--- src/twc_defines.svh ---
`ifndef TWC_DEFINES_SVH
`define TWC_DEFINES_SVH

// ----------------------------------------
// Register offsets (byte addresses)
// ----------------------------------------
`define TWC_OFS_CONTROL 8'h00
`define TWC_OFS_MASTER_MODE 8'h04
`define TWC_OFS_INTERNAL_ADDRESS 8'h0C
`define TWC_OFS_CLOCK_WAVEFORM 8'h10
`define TWC_OFS_STATUS 8'h20
`define TWC_OFS_INTERRUPT_ENABLE 8'h24
`define TWC_OFS_INTERRUPT_DISABLE 8'h28
`define TWC_OFS_INTERRUPT_MASK 8'h2C
`define TWC_OFS_RECEIVE_HOLDING 8'h30
`define TWC_OFS_TRANSMIT_HOLDING 8'h34

// ----------------------------------------
// Field positions
// ----------------------------------------
`define TWC_CTRL_START 0
`define TWC_CTRL_STOP 1
`define TWC_CTRL_ENABLE 2
`define TWC_CTRL_DISABLE 3
`define TWC_CTRL_SOFT_RESET 7
`define TWC_MM_SIZE_LSB 8
`define TWC_MM_READ 12
`define TWC_MM_DEVICE_LSB 16
`define TWC_CW_LOW_LSB 0
`define TWC_CW_HIGH_LSB 8
`define TWC_CW_EXP_LSB 16
`define TWC_FLAG_COMPLETE 0
`define TWC_FLAG_RX_READY 1
`define TWC_FLAG_TX_READY 2
`define TWC_FLAG_OVERRUN 6
`define TWC_FLAG_UNDERRUN 7
`define TWC_FLAG_NOT_ACKED 8

// ----------------------------------------
// Reset values and timing
// ----------------------------------------
`define TWC_FLAGS_USED 9'h1C7
`define TWC_RESET_WORD 32'h0000_0000
`define TWC_PHASE_EXTRA 16'h0003

`endif

--- src/twc_pkg.sv ---
package twc_pkg;

   // ----------------------------------------
   // Frame sequencer states
   // ----------------------------------------
   typedef enum logic [2:0] {
      ST_IDLE,
      ST_START,
      ST_BYTE,
      ST_RSTART,
      ST_STOP
   } twc_phase_t;

   // Kind of byte in the shifter
   typedef enum logic [1:0] {
      K_ADDR,
      K_IADDR,
      K_TXD,
      K_RXD
   } twc_kind_t;

   // ----------------------------------------
   // Controller state
   // ----------------------------------------
   typedef struct packed {
      twc_phase_t st;
      logic sda_pull;
      logic [7:0] shifter;
      logic [3:0] idx;
      twc_kind_t kind;
      logic [1:0] ia_left;
      logic last_rx;
      logic stop_req;
      logic [7:0] tx_hold;
      logic tx_valid;
      logic [7:0] rx_hold;
      logic [8:0] flags;
      logic [8:0] irq_mask;
      logic irq;
      logic [1:0] internal_address_size;
      logic read_direction_bit;
      logic [6:0] slave_device_address;
      logic [23:0] internal_address_value;
      logic [7:0] low_phase_divider;
      logic [7:0] high_phase_divider;
      logic [2:0] clock_divider_exponent;
      logic master_transfer_enable;
      logic ap_valid;
      logic ap_write;
      logic [7:0] ap_addr;
      logic hreadyout;
      logic [31:0] hrdata;
      logic sda_s1;
      logic sda_s2;
      logic scl_s1;
      logic scl_s2;
   } twc_ctl_t;

   // ----------------------------------------
   // Clock generator state
   // ----------------------------------------
   typedef struct packed {
      logic pull;
      logic parked;
      logic tick;
      logic [15:0] cnt;
   } twc_gen_t;

endpackage

--- src/twc_scl_if.sv ---
`timescale 1ns/1ps
// ----------------------------------------
// Sequencer to clock generator link
// ----------------------------------------
interface twc_scl_if;
   logic en; // Frame running
   logic park; // Stop at end of high phase
   logic scl_seen; // Synchronised clock line level
   logic [7:0] low_div; // Low phase divider
   logic [7:0] high_div; // High phase divider
   logic [2:0] div_exp; // Common exponent
   logic scl_pull; // Generator drives clock low
   logic parked; // Generator waits with clock high
   logic tick; // One cycle on every phase change
   modport ctl (output en, park, scl_seen, low_div, high_div, div_exp,
                input scl_pull, parked, tick);
   modport gen (input en, park, scl_seen, low_div, high_div, div_exp,
                output scl_pull, parked, tick);
endinterface

--- src/twc_scl_gen.sv ---
`timescale 1ns/1ps
`include "twc_defines.svh"
module twc_scl_gen (
   input wire logic hclk,
   input wire logic hresetn,
   twc_scl_if.gen sc
);
   import twc_pkg::*;

   twc_gen_t q; // Registered state
   twc_gen_t d; // Next state

   // Phase length minus one, loaded into the down counter
   function automatic logic [15:0] phase_len(logic [7:0] div, logic [2:0] e);
      return (16'(div) << e) + `TWC_PHASE_EXTRA - 16'h0001;
   endfunction

   // ----------------------------------------
   // Phase sequencing
   // ----------------------------------------
   // The high phase only ends once the line is seen high, so a
   // slave that stretches the clock simply lengthens it.
   always_comb begin
      d = q;
      d.tick = 1'b0;
      if (!sc.en) begin
         // Idle: line released, counter primed for a high phase
         d.pull = 1'b0;
         d.parked = 1'b0;
         d.cnt = phase_len(sc.high_div, sc.div_exp);
      end else if (q.parked) begin
         // Leaving park starts a fresh high phase
         if (!sc.park) begin
            d.parked = 1'b0;
            d.cnt = phase_len(sc.high_div, sc.div_exp);
         end
      end else if (q.cnt != 16'h0000) begin
         d.cnt = q.cnt - 16'h0001;
      end else if (q.pull) begin
         d.pull = 1'b0;
         d.cnt = phase_len(sc.high_div, sc.div_exp);
         d.tick = 1'b1;
      end else if (sc.scl_seen) begin
         d.tick = 1'b1;
         if (sc.park) begin
            d.parked = 1'b1;
         end else begin
            d.pull = 1'b1;
            d.cnt = phase_len(sc.low_div, sc.div_exp);
         end
      end
   end

   // State register
   always_ff @(posedge hclk or negedge hresetn) begin
      if (!hresetn) begin
         q <= '0;
      end else begin
         q <= d;
      end
   end

   assign sc.scl_pull = q.pull;
   assign sc.parked = q.parked;
   assign sc.tick = q.tick;
endmodule

--- src/twc_two_wire_controller.sv ---
// The implementer's own choices: the placing of the registers and register access over AHB-Lite.
`timescale 1ns/1ps
`include "twc_defines.svh"
module twc_two_wire_controller (
   input wire logic hclk,
   input wire logic hresetn,
   input wire logic hsel,
   input wire logic [31:0] haddr,
   input wire logic [1:0] htrans,
   input wire logic hwrite,
   input wire logic [2:0] hsize,
   input wire logic [31:0] hwdata,
   input wire logic hready,
   output logic hreadyout,
   output logic [31:0] hrdata,
   output logic hresp,
   input wire logic serial_clock_line_i,
   output logic serial_clock_line_o,
   output logic serial_clock_line_oe,
   input wire logic serial_data_line_i,
   output logic serial_data_line_o,
   output logic serial_data_line_oe,
   output logic irq
);
   import twc_pkg::*;

   // ----------------------------------------
   // Reset image
   // ----------------------------------------
   // Bus ready high and both lines seen released
   localparam twc_ctl_t CTL_RST = '{
      st: ST_IDLE, kind: K_ADDR, hreadyout: 1'b1,
      sda_s1: 1'b1,
      sda_s2: 1'b1,
      scl_s1: 1'b1,
      scl_s2: 1'b1,
      default: '0
   };

   twc_ctl_t q; // Registered state
   twc_ctl_t d; // Next state
   logic accept; // Address phase taken
   logic start_cmd; // Frame start request this cycle
   logic soft_reset; // Software reset this cycle
   logic fall; // Clock line just went low
   logic park_tick; // Clock parked high
   logic bit_in; // Sampled data line
   logic [31:0] rv; // Read value

   twc_scl_if sc (); // Link to the clock generator

   // ----------------------------------------
   // Helpers
   // ----------------------------------------
   // Pick internal address byte n (3, 2 or 1), upper byte first
   function automatic logic [7:0] ia_byte(logic [23:0] v, logic [1:0] n);
      case (n)
         2'h3: ia_byte = v[23:16];
         2'h2: ia_byte = v[15:8];
         default: ia_byte = v[7:0];
      endcase
   endfunction

   // Hold data low during the low phase, release in high to rise
   function automatic twc_ctl_t go_stop(twc_ctl_t s);
      s.st = ST_STOP;
      s.sda_pull = 1'b1;
      return s;
   endfunction

   // Move the next byte to send into the shifter, or end the frame
   function automatic twc_ctl_t load_data(twc_ctl_t s);
      if (s.stop_req) begin
         s = go_stop(s);
      end else if (s.tx_valid) begin
         s.shifter = s.tx_hold;
         s.tx_valid = 1'b0;
         s.flags[`TWC_FLAG_TX_READY] = 1'b1;
         s.kind = K_TXD;
         s.sda_pull = ~s.tx_hold[7];
      end else begin
         // Nothing left to send: flag it and close the frame
         s.flags[`TWC_FLAG_UNDERRUN] = 1'b1;
         s = go_stop(s);
      end
      return s;
   endfunction

   // ----------------------------------------
   // Next state
   // ----------------------------------------
   always_comb begin
      d = q;
      rv = `TWC_RESET_WORD;
      start_cmd = 1'b0;
      soft_reset = 1'b0;
      fall = sc.tick && sc.scl_pull;
      park_tick = sc.tick && sc.parked;
      bit_in = q.sda_s2;

      // Two-stage synchronisers for both pins
      d.sda_s1 = serial_data_line_i;
      d.sda_s2 = q.sda_s1;
      d.scl_s1 = serial_clock_line_i;
      d.scl_s2 = q.scl_s1;

      // Address phase: whole-word transfers only
      accept = hsel && htrans[1] && hready && (hsize == 3'h2);
      d.ap_valid = accept;
      d.ap_write = hwrite;
      d.ap_addr = haddr[7:0];
      // Reads insert one wait state so data leaves a flop
      d.hreadyout = !(accept && !hwrite);

      // Write data phase
      if (q.ap_valid && q.ap_write) begin
         case (q.ap_addr)
            `TWC_OFS_CONTROL: begin
               start_cmd = hwdata[`TWC_CTRL_START];
               if (hwdata[`TWC_CTRL_STOP]) begin
                  d.stop_req = 1'b1;
               end
               if (hwdata[`TWC_CTRL_ENABLE] && !hwdata[`TWC_CTRL_DISABLE]) begin
                  d.master_transfer_enable = 1'b1;
                  d.flags[`TWC_FLAG_COMPLETE] = 1'b1;
                  d.flags[`TWC_FLAG_TX_READY] = 1'b1;
               end
               // Disabling only blocks new frames
               if (hwdata[`TWC_CTRL_DISABLE]) begin
                  d.master_transfer_enable = 1'b0;
               end
               soft_reset = hwdata[`TWC_CTRL_SOFT_RESET];
            end
            `TWC_OFS_MASTER_MODE: begin
               d.internal_address_size = hwdata[`TWC_MM_SIZE_LSB +: 2];
               d.read_direction_bit = hwdata[`TWC_MM_READ];
               d.slave_device_address = hwdata[`TWC_MM_DEVICE_LSB +: 7];
            end
            `TWC_OFS_INTERNAL_ADDRESS: begin
               d.internal_address_value = hwdata[23:0];
            end
            `TWC_OFS_CLOCK_WAVEFORM: begin
               d.low_phase_divider = hwdata[`TWC_CW_LOW_LSB +: 8];
               d.high_phase_divider = hwdata[`TWC_CW_HIGH_LSB +: 8];
               d.clock_divider_exponent = hwdata[`TWC_CW_EXP_LSB +: 3];
            end
            `TWC_OFS_INTERRUPT_ENABLE: begin
               d.irq_mask = q.irq_mask | (hwdata[8:0] & `TWC_FLAGS_USED);
            end
            `TWC_OFS_INTERRUPT_DISABLE: begin
               d.irq_mask = q.irq_mask & ~hwdata[8:0];
            end
            `TWC_OFS_TRANSMIT_HOLDING: begin
               d.tx_hold = hwdata[7:0];
               d.tx_valid = 1'b1;
               d.flags[`TWC_FLAG_TX_READY] = 1'b0;
               // In write direction a holding write alone starts a frame
               start_cmd = !q.read_direction_bit;
            end
            default: begin
               // Unmapped or read-only: write ignored
            end
         endcase
      end

      // Read data phase (the wait cycle) with its side effects
      if (q.ap_valid && !q.ap_write) begin
         case (q.ap_addr)
            `TWC_OFS_MASTER_MODE: begin
               rv[`TWC_MM_SIZE_LSB +: 2] = q.internal_address_size;
               rv[`TWC_MM_READ] = q.read_direction_bit;
               rv[`TWC_MM_DEVICE_LSB +: 7] = q.slave_device_address;
            end
            `TWC_OFS_INTERNAL_ADDRESS: begin
               rv[23:0] = q.internal_address_value;
            end
            `TWC_OFS_CLOCK_WAVEFORM: begin
               rv[`TWC_CW_LOW_LSB +: 8] = q.low_phase_divider;
               rv[`TWC_CW_HIGH_LSB +: 8] = q.high_phase_divider;
               rv[`TWC_CW_EXP_LSB +: 3] = q.clock_divider_exponent;
            end
            `TWC_OFS_STATUS: begin
               rv[8:0] = q.flags;
               d.flags[`TWC_FLAG_NOT_ACKED] = 1'b0;
               // Overrun and underrun only clear while the complete flag is set
               if (q.flags[`TWC_FLAG_COMPLETE]) begin
                  d.flags[`TWC_FLAG_OVERRUN] = 1'b0;
                  d.flags[`TWC_FLAG_UNDERRUN] = 1'b0;
               end
            end
            `TWC_OFS_INTERRUPT_MASK: begin
               rv[8:0] = q.irq_mask;
            end
            `TWC_OFS_RECEIVE_HOLDING: begin
               rv[7:0] = q.rx_hold;
               d.flags[`TWC_FLAG_RX_READY] = 1'b0;
            end
            `TWC_OFS_TRANSMIT_HOLDING: begin
               rv[7:0] = q.tx_hold;
            end
            default: begin
               // Write-only and unmapped words read as zero
            end
         endcase
         d.hrdata = rv;
      end

      // ----------------------------------------
      // Frame sequencer
      // ----------------------------------------
      // Data changes on the falling tick; the bit clocked in the
      // high phase is the synchronised level at that same tick.
      // Bus effects above come first, so hardware sets win.
      case (q.st)
         ST_IDLE: begin
            if (start_cmd && q.master_transfer_enable) begin
               d.st = ST_START;
               d.sda_pull = 1'b1;
               d.flags[`TWC_FLAG_COMPLETE] = 1'b0;
               // Read bit only when no internal address goes first
               d.shifter = {d.slave_device_address,
                            d.read_direction_bit &&
                            (d.internal_address_size == 2'h0)};
               d.ia_left = d.internal_address_size;
               d.kind = K_ADDR;
               d.last_rx = 1'b0;
            end
         end
         ST_START: begin
            // First low phase after the start: put out the MSB
            if (fall) begin
               d.st = ST_BYTE;
               d.idx = 4'h0;
               d.sda_pull = ~q.shifter[7];
            end
         end
         ST_BYTE: begin
            if (fall) begin
               if (q.idx < 4'h7) begin
                  // Data bit done, next one MSB first
                  d.idx = q.idx + 4'h1;
                  if (q.kind == K_RXD) begin
                     d.shifter = {q.shifter[6:0], bit_in};
                     d.sda_pull = 1'b0;
                  end else begin
                     d.shifter = {q.shifter[6:0], 1'b0};
                     d.sda_pull = ~q.shifter[6];
                  end
               end else if (q.idx == 4'h7) begin
                  // Last data bit done: acknowledge slot follows
                  d.idx = 4'h8;
                  if (q.kind == K_RXD) begin
                     d.rx_hold = {q.shifter[6:0], bit_in};
                     if (q.flags[`TWC_FLAG_RX_READY]) begin
                        d.flags[`TWC_FLAG_OVERRUN] = 1'b1;
                     end
                     d.flags[`TWC_FLAG_RX_READY] = 1'b1;
                     // A pending stop makes this the last byte: no ack
                     d.last_rx = d.stop_req;
                     d.sda_pull = ~d.stop_req;
                  end else begin
                     d.sda_pull = 1'b0;
                  end
               end else begin
                  // Acknowledge slot done
                  d.idx = 4'h0;
                  if (q.kind == K_RXD) begin
                     if (q.last_rx) begin
                        d = go_stop(d);
                     end else begin
                        d.sda_pull = 1'b0;
                     end
                  end else if (bit_in) begin
                     // Slave left the line high
                     d.flags[`TWC_FLAG_NOT_ACKED] = 1'b1;
                     d.flags[`TWC_FLAG_COMPLETE] = 1'b1;
                     d.flags[`TWC_FLAG_TX_READY] = 1'b1;
                     d = go_stop(d);
                  end else if (q.kind == K_TXD) begin
                     d = load_data(d);
                  end else if (q.ia_left != 2'h0) begin
                     // Address acked: internal address, upper byte first
                     d.shifter = ia_byte(q.internal_address_value, q.ia_left);
                     d.ia_left = q.ia_left - 2'h1;
                     d.kind = K_IADDR;
                     d.sda_pull = ~d.shifter[7];
                  end else if (q.read_direction_bit) begin
                     if (q.kind == K_ADDR) begin
                        d.kind = K_RXD;
                        d.sda_pull = 1'b0;
                     end else begin
                        // Internal address sent: restart to read
                        d.st = ST_RSTART;
                        d.sda_pull = 1'b0;
                     end
                  end else begin
                     d = load_data(d);
                  end
               end
            end
         end
         ST_RSTART: begin
            // Clock parked high with data released: pull data low
            if (park_tick) begin
               d.st = ST_START;
               d.sda_pull = 1'b1;
               d.shifter = {q.slave_device_address, 1'b1};
               d.kind = K_ADDR;
               d.ia_left = 2'h0;
            end
         end
         ST_STOP: begin
            // Clock parked high: data rises, frame ends
            if (park_tick) begin
               d.st = ST_IDLE;
               d.sda_pull = 1'b0;
               d.stop_req = 1'b0;
               d.flags[`TWC_FLAG_COMPLETE] = 1'b1;
            end
         end
         default: begin
            d.st = ST_IDLE;
         end
      endcase

      // Software reset loads the reset image; the clock generator is not reset and idles one cycle later
      if (soft_reset) begin
         d = CTL_RST;
      end

      d.irq = |(d.flags & d.irq_mask);
   end

   // ----------------------------------------
   // State register
   // ----------------------------------------
   always_ff @(posedge hclk or negedge hresetn) begin
      if (!hresetn) begin
         q <= CTL_RST;
      end else begin
         q <= d;
      end
   end

   // ----------------------------------------
   // Clock generator
   // ----------------------------------------
   assign sc.en = (q.st != ST_IDLE);
   assign sc.park = (q.st == ST_STOP) || (q.st == ST_RSTART);
   assign sc.scl_seen = q.scl_s2;
   assign sc.low_div = q.low_phase_divider;
   assign sc.high_div = q.high_phase_divider;
   assign sc.div_exp = q.clock_divider_exponent;

   twc_scl_gen u_gen (
      .hclk(hclk),
      .hresetn(hresetn),
      .sc(sc)
   );

   // ----------------------------------------
   // Outputs
   // ----------------------------------------
   // Open-drain: the drive level is always low, the enable pulls
   assign serial_clock_line_o = 1'b0;
   assign serial_clock_line_oe = sc.scl_pull;
   assign serial_data_line_o = 1'b0;
   assign serial_data_line_oe = q.sda_pull;
   assign hreadyout = q.hreadyout;
   assign hrdata = q.hrdata;
   assign hresp = 1'b0;
   assign irq = q.irq;
endmodule

--- config.mk ---
export PLATFORM = sky130hd
export DESIGN_NAME = twc_two_wire_controller
export DESIGN_NICKNAME = d
export VERILOG_FILES = /design/src/twc_pkg.sv /design/src/twc_scl_if.sv /design/src/twc_scl_gen.sv /design/src/twc_two_wire_controller.sv
export VERILOG_INCLUDE_DIRS = /design/src
export SDC_FILE = /design/constraint.sdc
export NUM_CORES = 1
export LEC_CHECK = 0
export ABC_CLOCK_PERIOD_IN_PS = 7600
export BUFFER_PORTS_ARGS = -buffer_cell sky130_fd_sc_hd__buf_2
export CORE_ASPECT_RATIO = 2
export CORE_MARGIN = 1.5
export CORE_UTILIZATION = 40
export DETAILED_ROUTE_END_ITERATION = 7
export GPL_TIMING_DRIVEN = 0
export HOLD_SLACK_MARGIN = 0.05
export PLACE_DENSITY_LB_ADDON = 0.2
export SYNTH_ARGS = -nofsm -noshare
export SYNTH_HDL_FRONTEND = slang
export SYNTH_SLANG_ARGS = --single-unit
--- constraint.sdc ---
create_clock -name hclk -period 7.6 [get_ports hclk]
set_input_delay 0.76 -clock hclk [delete_from_list [all_inputs] [get_ports hclk]]
set_output_delay 0.76 -clock hclk [all_outputs]
set_load 0.1 [all_outputs]
Yosys cells after proc, flatten, opt, wreduce, memory -nomap -nowiden --
Cells that the tools add are included.
Cells by class: order comparisons 1, div/mod/pow operators 0, eq/ne operators 53, reductions and logical operators 41, mux-type cells 138, bitwise logic cells 9, $add $sub $neg 7, multiply operators 0, shifts and indexed selects 2
Operators with widths (number):
- 159-bit two-way mux | 15
- 143-bit two-way mux | 1
- 141-bit two-way mux | 1
- 139-bit two-way mux | 1
- 112-bit two-way mux | 1
- 111-bit two-way mux | 1
- 8-bit two-way mux | 11
- 16-bit two-way mux | 5
- 54-bit two-way mux | 1
- 8-bit by 6-bit equality test with 1-bit output (second input constant) | 6
- 8-bit case mux with 6 select lines | 1
- 16-bit by 1-bit subtractor with 16-bit output (second input constant) | 3
- 10-bit two-way mux | 4
- 19-bit two-way mux | 2
- 1-bit two-way mux | 37
- 12-bit two-way mux | 3
- 4-bit two-way mux | 9
- 9-bit two-way mux | 4
- 4-bit != test (second input constant) | 9
- 3-bit != test (second input constant) | 11
- 16-bit by 2-bit adder with 16-bit output (second input constant) | 2
- 32-bit two-way mux | 1
- 8-bit by 3-bit << shifter with 16-bit output | 2
- 3-bit two-way mux | 9
- other kinds (58) | 111
Word-level totals: RAM bits 0, word-level logic and storage cells 286, memories kept 0, output and inout port bits 39, latch bits 0, ROM bits 0, bits of input ports 76, register bits after elaboration 178

Logic depth before layout (Yosys ltp) --
depth after elaboration 28, depth in mapped cells 13, depth with buffers taken out 10

Cells and area by module --
A second synthesis with hierarchy kept.
Unflattened totals: cell total of the unflattened synthesis 1153, area total of the unflattened synthesis 10412.5 um^2
Modules (own cells, without submodules):
- twc_two_wire_controller | area each 7910.1 um^2, sequential area each 3784.9 um^2, times used 1, cells each 842
- twc_scl_gen | area each 2502.4 um^2, sequential area each 475.5 um^2, times used 1, cells each 311

Worst setup path after synthesis --
OpenSTA, ideal clock, no wires.
kind register to register, from register q, in the netlist sc.div_exp[1], to register u_gen.q[9] in the netlist's numbering, stages on the path, launching flop included 13, data arrival time 2691 ps, buffers on the path 3, slack 4814 ps, period minus slack after synthesis 2786 ps, cell sequence dfrtp_1 -> buf_2 -> buf_1 -> inv_1 -> clkbuf_1 -> nor2_1 -> a211oi_1 -> ha_1 -> nand3_1 -> or4_1 -> xor2_1 -> a31oi_1 -> o31ai_1
On the way: word-level cells in the longest chain between the ends 9, elaborated cells on any way between the ends 13
Ends and longest elaborated chain:
- from (decl) | line twc_two_wire_controller.sv:40 | twc_ctl_t q;
- from (signal assigned) | line twc_two_wire_controller.sv:339 | q <= CTL_RST;
- from (signal assigned) | line twc_two_wire_controller.sv:341 | q <= d;
- 8-bit by 3-bit << shifter with 16-bit output | line twc_scl_gen.sv:15 | return (16'(div) << e) + `TWC_PHASE_EXTRA - 16'h0001;
- 16-bit by 2-bit adder with 16-bit output (no line)
- 16-bit by 1-bit subtractor with 16-bit output | line twc_scl_gen.sv:15
- 16-bit two-way mux | line twc_scl_gen.sv:45 | if (sc.park) begin
- 19-bit two-way mux | line twc_scl_gen.sv:43 | end else if (sc.scl_seen) begin
- 17-bit two-way mux | line twc_scl_gen.sv:39 | end else if (q.pull) begin
- 16-bit two-way mux | line twc_scl_gen.sv:37 | end else if (q.cnt != 16'h0000) begin
- 16-bit two-way mux | line twc_scl_gen.sv:31 | end else if (q.parked) begin
- 16-bit two-way mux (*) | line twc_scl_gen.sv:26 | if (!sc.en) begin
- to (signal assigned) | line twc_scl_gen.sv:57 | q <= '0;
- to (signal assigned) | line twc_scl_gen.sv:59 | q <= d;
- to (decl) | line twc_scl_gen.sv:10 | twc_gen_t q;
Mark *: on every way between the ends. The rest lies on a longest branch, timed or not. The select of a mux whose other input is x is not followed. A chain may end at the register's enable or synchronous reset.

Worst setup path in the final report --
from register q[40] in the netlist's numbering, to register q[145] in the netlist's numbering
On the way: word-level cells in the longest chain between the ends 5, elaborated cells on any way between the ends 8
Ends and longest elaborated chain:
- 8-bit zero test (*) | line twc_two_wire_controller.sv:117 | case (q.ap_addr)
- 1-bit two-way mux (*) | line twc_two_wire_controller.sv:117
- 1-bit two-way mux (*) | line twc_two_wire_controller.sv:116 | if (q.ap_valid && q.ap_write) begin
- 3-bit != test (no line) / 3-bit nonzero test (equally long branches)
- 3-bit AND reduction (no line)
Mark *: on every way between the ends. The rest lies on a longest branch, timed or not.

==> metrics.md <==
| Metric | Value |
|---|---|
| Critical Path Source Type | `flip-flop` |
| Post-detailed-route DRC marker count | `0` |
| Fraction of the cycle the final worst path needs | `51.7%` |
| Part of the total power dissipated in the clock network | `29.8%` |
| Post-synth top flop | `sky130_fd_sc_hd__dfrtp_1` |
| CTS H-Tree Depth | `4` |
| Wirelength per Cell | `25.4 um` |
| Cell area power density | `261 nW/um^2` |
| Initial core utilization | `40.7%` |
| Standby leakage power | `0.00501 uW` |
| Net switching share of the total power | `40.3%` |
| Peak ir drop on the vdd network | `152 uV` |
| Critical path buffers and inverters | `3` |
| Clock Latency Late Sink | `450 ps` |
| Cts bufs inserted | `17` |
| Worst relative slew slack | `28.8%` |
| Clock Tree Root | `sky130_fd_sc_hd__clkbuf_16` |
| Clock Skews | `13.2 ps` |
| Slew at the pin closest to its max-slew limit | `1060 ps` |
| Sum of routed wire length over all layers | `41300 um` |
| Detailed Route Iter0 Violations | `825` |
| Number of nets with antenna violations after routing | `0` |
| Final TNS setup | `0 ps` |
| Number of max-slew violations in the final report | `0` |
| Library cell with the largest summed area after synthesis | `sky130_fd_sc_hd__dfrtp_1` |
| Number of flops mapped to enable cells by yosys | `0` |
| Count of vias placed by the detailed router | `9820` |
| Maximum count of clock buffers along a single path | `2` |
| Number of primary I/O pins | `115` |
| Cell with the most instances after synthesis | `sky130_fd_sc_hd__nand2_1` |
| Minimum clock period | `3930 ps` |
| Internal power | `1810 uW` |
| Vias in the first global route | `9890` |
| First drt pass iteration count | `8` |
| Number of buffers inserted by post-CTS setup repair | `0` |
| Cell-by-cell listing of the critical path | `or4_1, nor3_1, clkbuf_1, buf_1, clkbuf_1, nor2_1` |
| All-Layer GR Usage | `31.9%` |
| Crit path max fanout | `10` |
| Post-CTS Hold Fix Bufs | `0` |
| Yosys top cell area share | `40.4%` |
| Setup violations, final | `0` |
| TritonCTS clock tree | `yes` |
| Register share of total power | `37.2%` |
| Worst setup path class | `reg -> reg` |
| Fraction of final layout cells sized beyond drive strength 1 | `14.5%` |
| Post-detail-place hpwl | `32600 um` |
| R2r worst-path depth | `6` |
| Number of synthesized register bits | `170` |
| Clock slew at the register clock pins of the worst setup and hold paths | `70 ps` |
| Cell count after synthesis | `1177` |
| Cell area after synthesis | `10200 sq um` |
| Placement Rows | `82` |
| Number of nets in the layout | `1358` |
| Flop-to-flop setup slack | `3670 ps` |
| PostCTS Resize Cnt | `0` |
| Leading cell types by count after synthesis | `170 x sky130_fd_sc_hd__nand2_1, 165 x sky130_fd_sc_hd__dfrtp_1, 114 x sky130_fd_sc_hd__a21oi_1, 95 x sky130_fd_sc_hd__nor2_1, 74 x sky130_fd_sc_hd__o21ai_0` |
| Mean area per synthesized cell | `8.69 sq um` |
| Top Family by Delay on Critical Path | `buffers and inverters` |
| Placed Area | `11100 sq um` |
| Warnings from Yosys | `0` |
| Last weighted congestion value of the routability-driven placer | `1.00` |
| CP Launch Point | `q[40]` |
| Post-Layout Cell Count | `1626` |
| Port buffer count | `70` |
| Die outline width | `116 um` |
| Largest cells by area after synthesis | `sky130_fd_sc_hd__dfrtp_1 40%, sky130_fd_sc_hd__nand2_1 6.2%, sky130_fd_sc_hd__a21oi_1 5.6%, sky130_fd_sc_hd__mux2i_1 3.8%, sky130_fd_sc_hd__o21ai_0 3.6%` |
| Result of the run | `finished clean` |
| Data required time at the worst endpoint | `7910 ps` |
| Type of the worst min-delay path | `in -> async` |
| Hold Violations, Final | `0` |
| RSZ-0062 raised after global routing | `no` |
| Placeable core region | `25100 sq um` |
| Net Sw Power | `1230 uW` |
| Leftover overflow at the end of global routing | `0` |
| Summed area of non-filler cells in the final layout | `11700 sq um` |
| Overall die height | `229 um` |
| First-pass GRT wire length | `60900 um` |
| Crit path arrival time | `4240 ps` |
| Most Frequent Cell on Critical Path | `sky130_fd_sc_hd__clkbuf_1` |
| Count of distinct cell types in the synthesized netlist | `74` |
| Part of the total power dissipated in combinational logic | `33.0%` |
| Initial antenna violation count | `0` |
| Die area | `26600 sq um` |
| Detailed-route vias per instance | `6.04` |
| Area growth from synthesis to layout | `14.1%` |
| Cell Count Post-Placement | `1594` |
| Longest individual stage delay on the worst path | `770 ps` |
| Total inserted antenna cells | `0` |
| Critical register-to-register path startpoint | `q[40]` |
| Seq/Total Area, Yosys | `41.7%` |
| Cell at the slowest stage of the critical path | `sky130_fd_sc_hd__clkbuf_1` |
| Timing-limited maximum frequency | `254 MHz` |
| Capturing element type of the critical path | `flip-flop` |
| Proportion of synthesized flip-flops having asynchronous set or reset | `100%` |
| Pin count of the biggest net entering global routing | `101` |
| Max-capacitance violation count | `0` |
| Capture instance of the worst register-to-register path | `q[145]` |
| CTS Sinks | `170` |
## logic make-up after synthesis
group | Yosys count | share of synthesized area [%]
DFF | 170 | 41.7
adders and majority gates | 5 | 0.612
xor gates and xnor gates | 22 | 1.88
muxes | 60 | 7.01
AOI/OAI and AO/OA | 352 | 22.2
buffers and inverters | 124 | 6.01
other | 1 | 0.0367
and+or+nand+nor | 443 | 20.6
## cells in the final DEF (no fill, tap or decap), types with 9 or more instances in the layout
cell type and n:
sky130_fd_sc_hd__nor2b_1 14, sky130_fd_sc_hd__a22oi_1 30, sky130_fd_sc_hd__clkbuf_1 61, sky130_fd_sc_hd__dfrtp_1 165, sky130_fd_sc_hd__nand2_1 170, sky130_fd_sc_hd__inv_1 10, sky130_fd_sc_hd__mux2i_1 39, sky130_fd_sc_hd__and3_1 9
sky130_fd_sc_hd__a32oi_1 9, sky130_fd_sc_hd__nand2b_1 11, sky130_fd_sc_hd__a21o_1 11, sky130_fd_sc_hd__nor3_1 28, sky130_fd_sc_hd__xor2_1 10, sky130_fd_sc_hd__a31oi_1 9, sky130_fd_sc_hd__a222oi_1 18, sky130_fd_sc_hd__clkbuf_16 17
sky130_fd_sc_hd__xnor2_1 12, sky130_fd_sc_hd__mux2_2 13, sky130_fd_sc_hd__conb_1 11, sky130_fd_sc_hd__nand4_1 12, sky130_fd_sc_hd__a22o_1 12, sky130_fd_sc_hd__nor2_1 95, sky130_fd_sc_hd__buf_4 37, sky130_fd_sc_hd__and2_1 20
sky130_fd_sc_hd__a21oi_1 114, sky130_fd_sc_hd__nand3_1 44, sky130_fd_sc_hd__o21ai_0 74, sky130_fd_sc_hd__a211oi_1 10, sky130_fd_sc_hd__buf_2 77
## metal layers
layer	up-vias	global-route usage [%]	part of all wire, %
met5	-	0	0
met4	0	28.0	10
met3	181	5.35	3.9
met2	382	57.6	54
met1	4790	29.6	32
li1	4467	-	-
## layout make-up
cell class              count  area, sq um
fillers                  2558        13500
multi-input cells         893         5390
flip-flops and latches    170         4260
plain buffers             114          577
clock buffers              18          439
well taps                 336          420
repair buffers             71          388
clock inverters            14          160
inverters                  10         37.5
## state kept, by name (all words and copies together) (netlist names)
signal	flops
sc.high_div	8
sc.low_div	8
hrdata	24
hreadyout	1
q	103
serial_data_line_oe	1
sc.div_exp	3
u_gen.sc.scl_pull	1
u_gen.sc.parked	1
u_gen.q	16
bit_in	1
sc.scl_seen	1
u_gen.sc.tick	1
irq	1
## stage by stage
step           hold WS (ps)  util, %  total power (uW)  worst slack (ps)
6_report                274     46.4              3040              3670
2_1_floorplan           443        -              1810              4810
4_1_cts                 285     46.4              3050              3750
5_1_grt                 301     46.4              3180              3600
3_3_place_gp            463     43.9              2120              2900
3_5_place_dp            467     44.0              2130              3760
## how the worst max path moves through the flow
stage / slack (ps) / depth (start not counted) / endpoint
6_report: 3670 / 6 / q[145]
3_3_place_gp: 2900 / 1 / hrdata[19]
3_5_place_dp: 3760 / 6 / q[95]
5_1_grt: 3600 / 6 / q[95]
2_1_floorplan: 4810 / 12 / u_gen.q[9]
4_1_cts: 3750 / 6 / q[95]
## power groups by stage
stage	sequential (uW)	combinational (uW)	clock [uW]
after detailed placement	1140	989	0
after floorplan	1110	694	0
after global routing	1140	1080	961
after global placement	1140	982	0
after CTS	1130	993	924
final	1130	1000	908
Note: power is estimated with default switching activity, not from simulation.
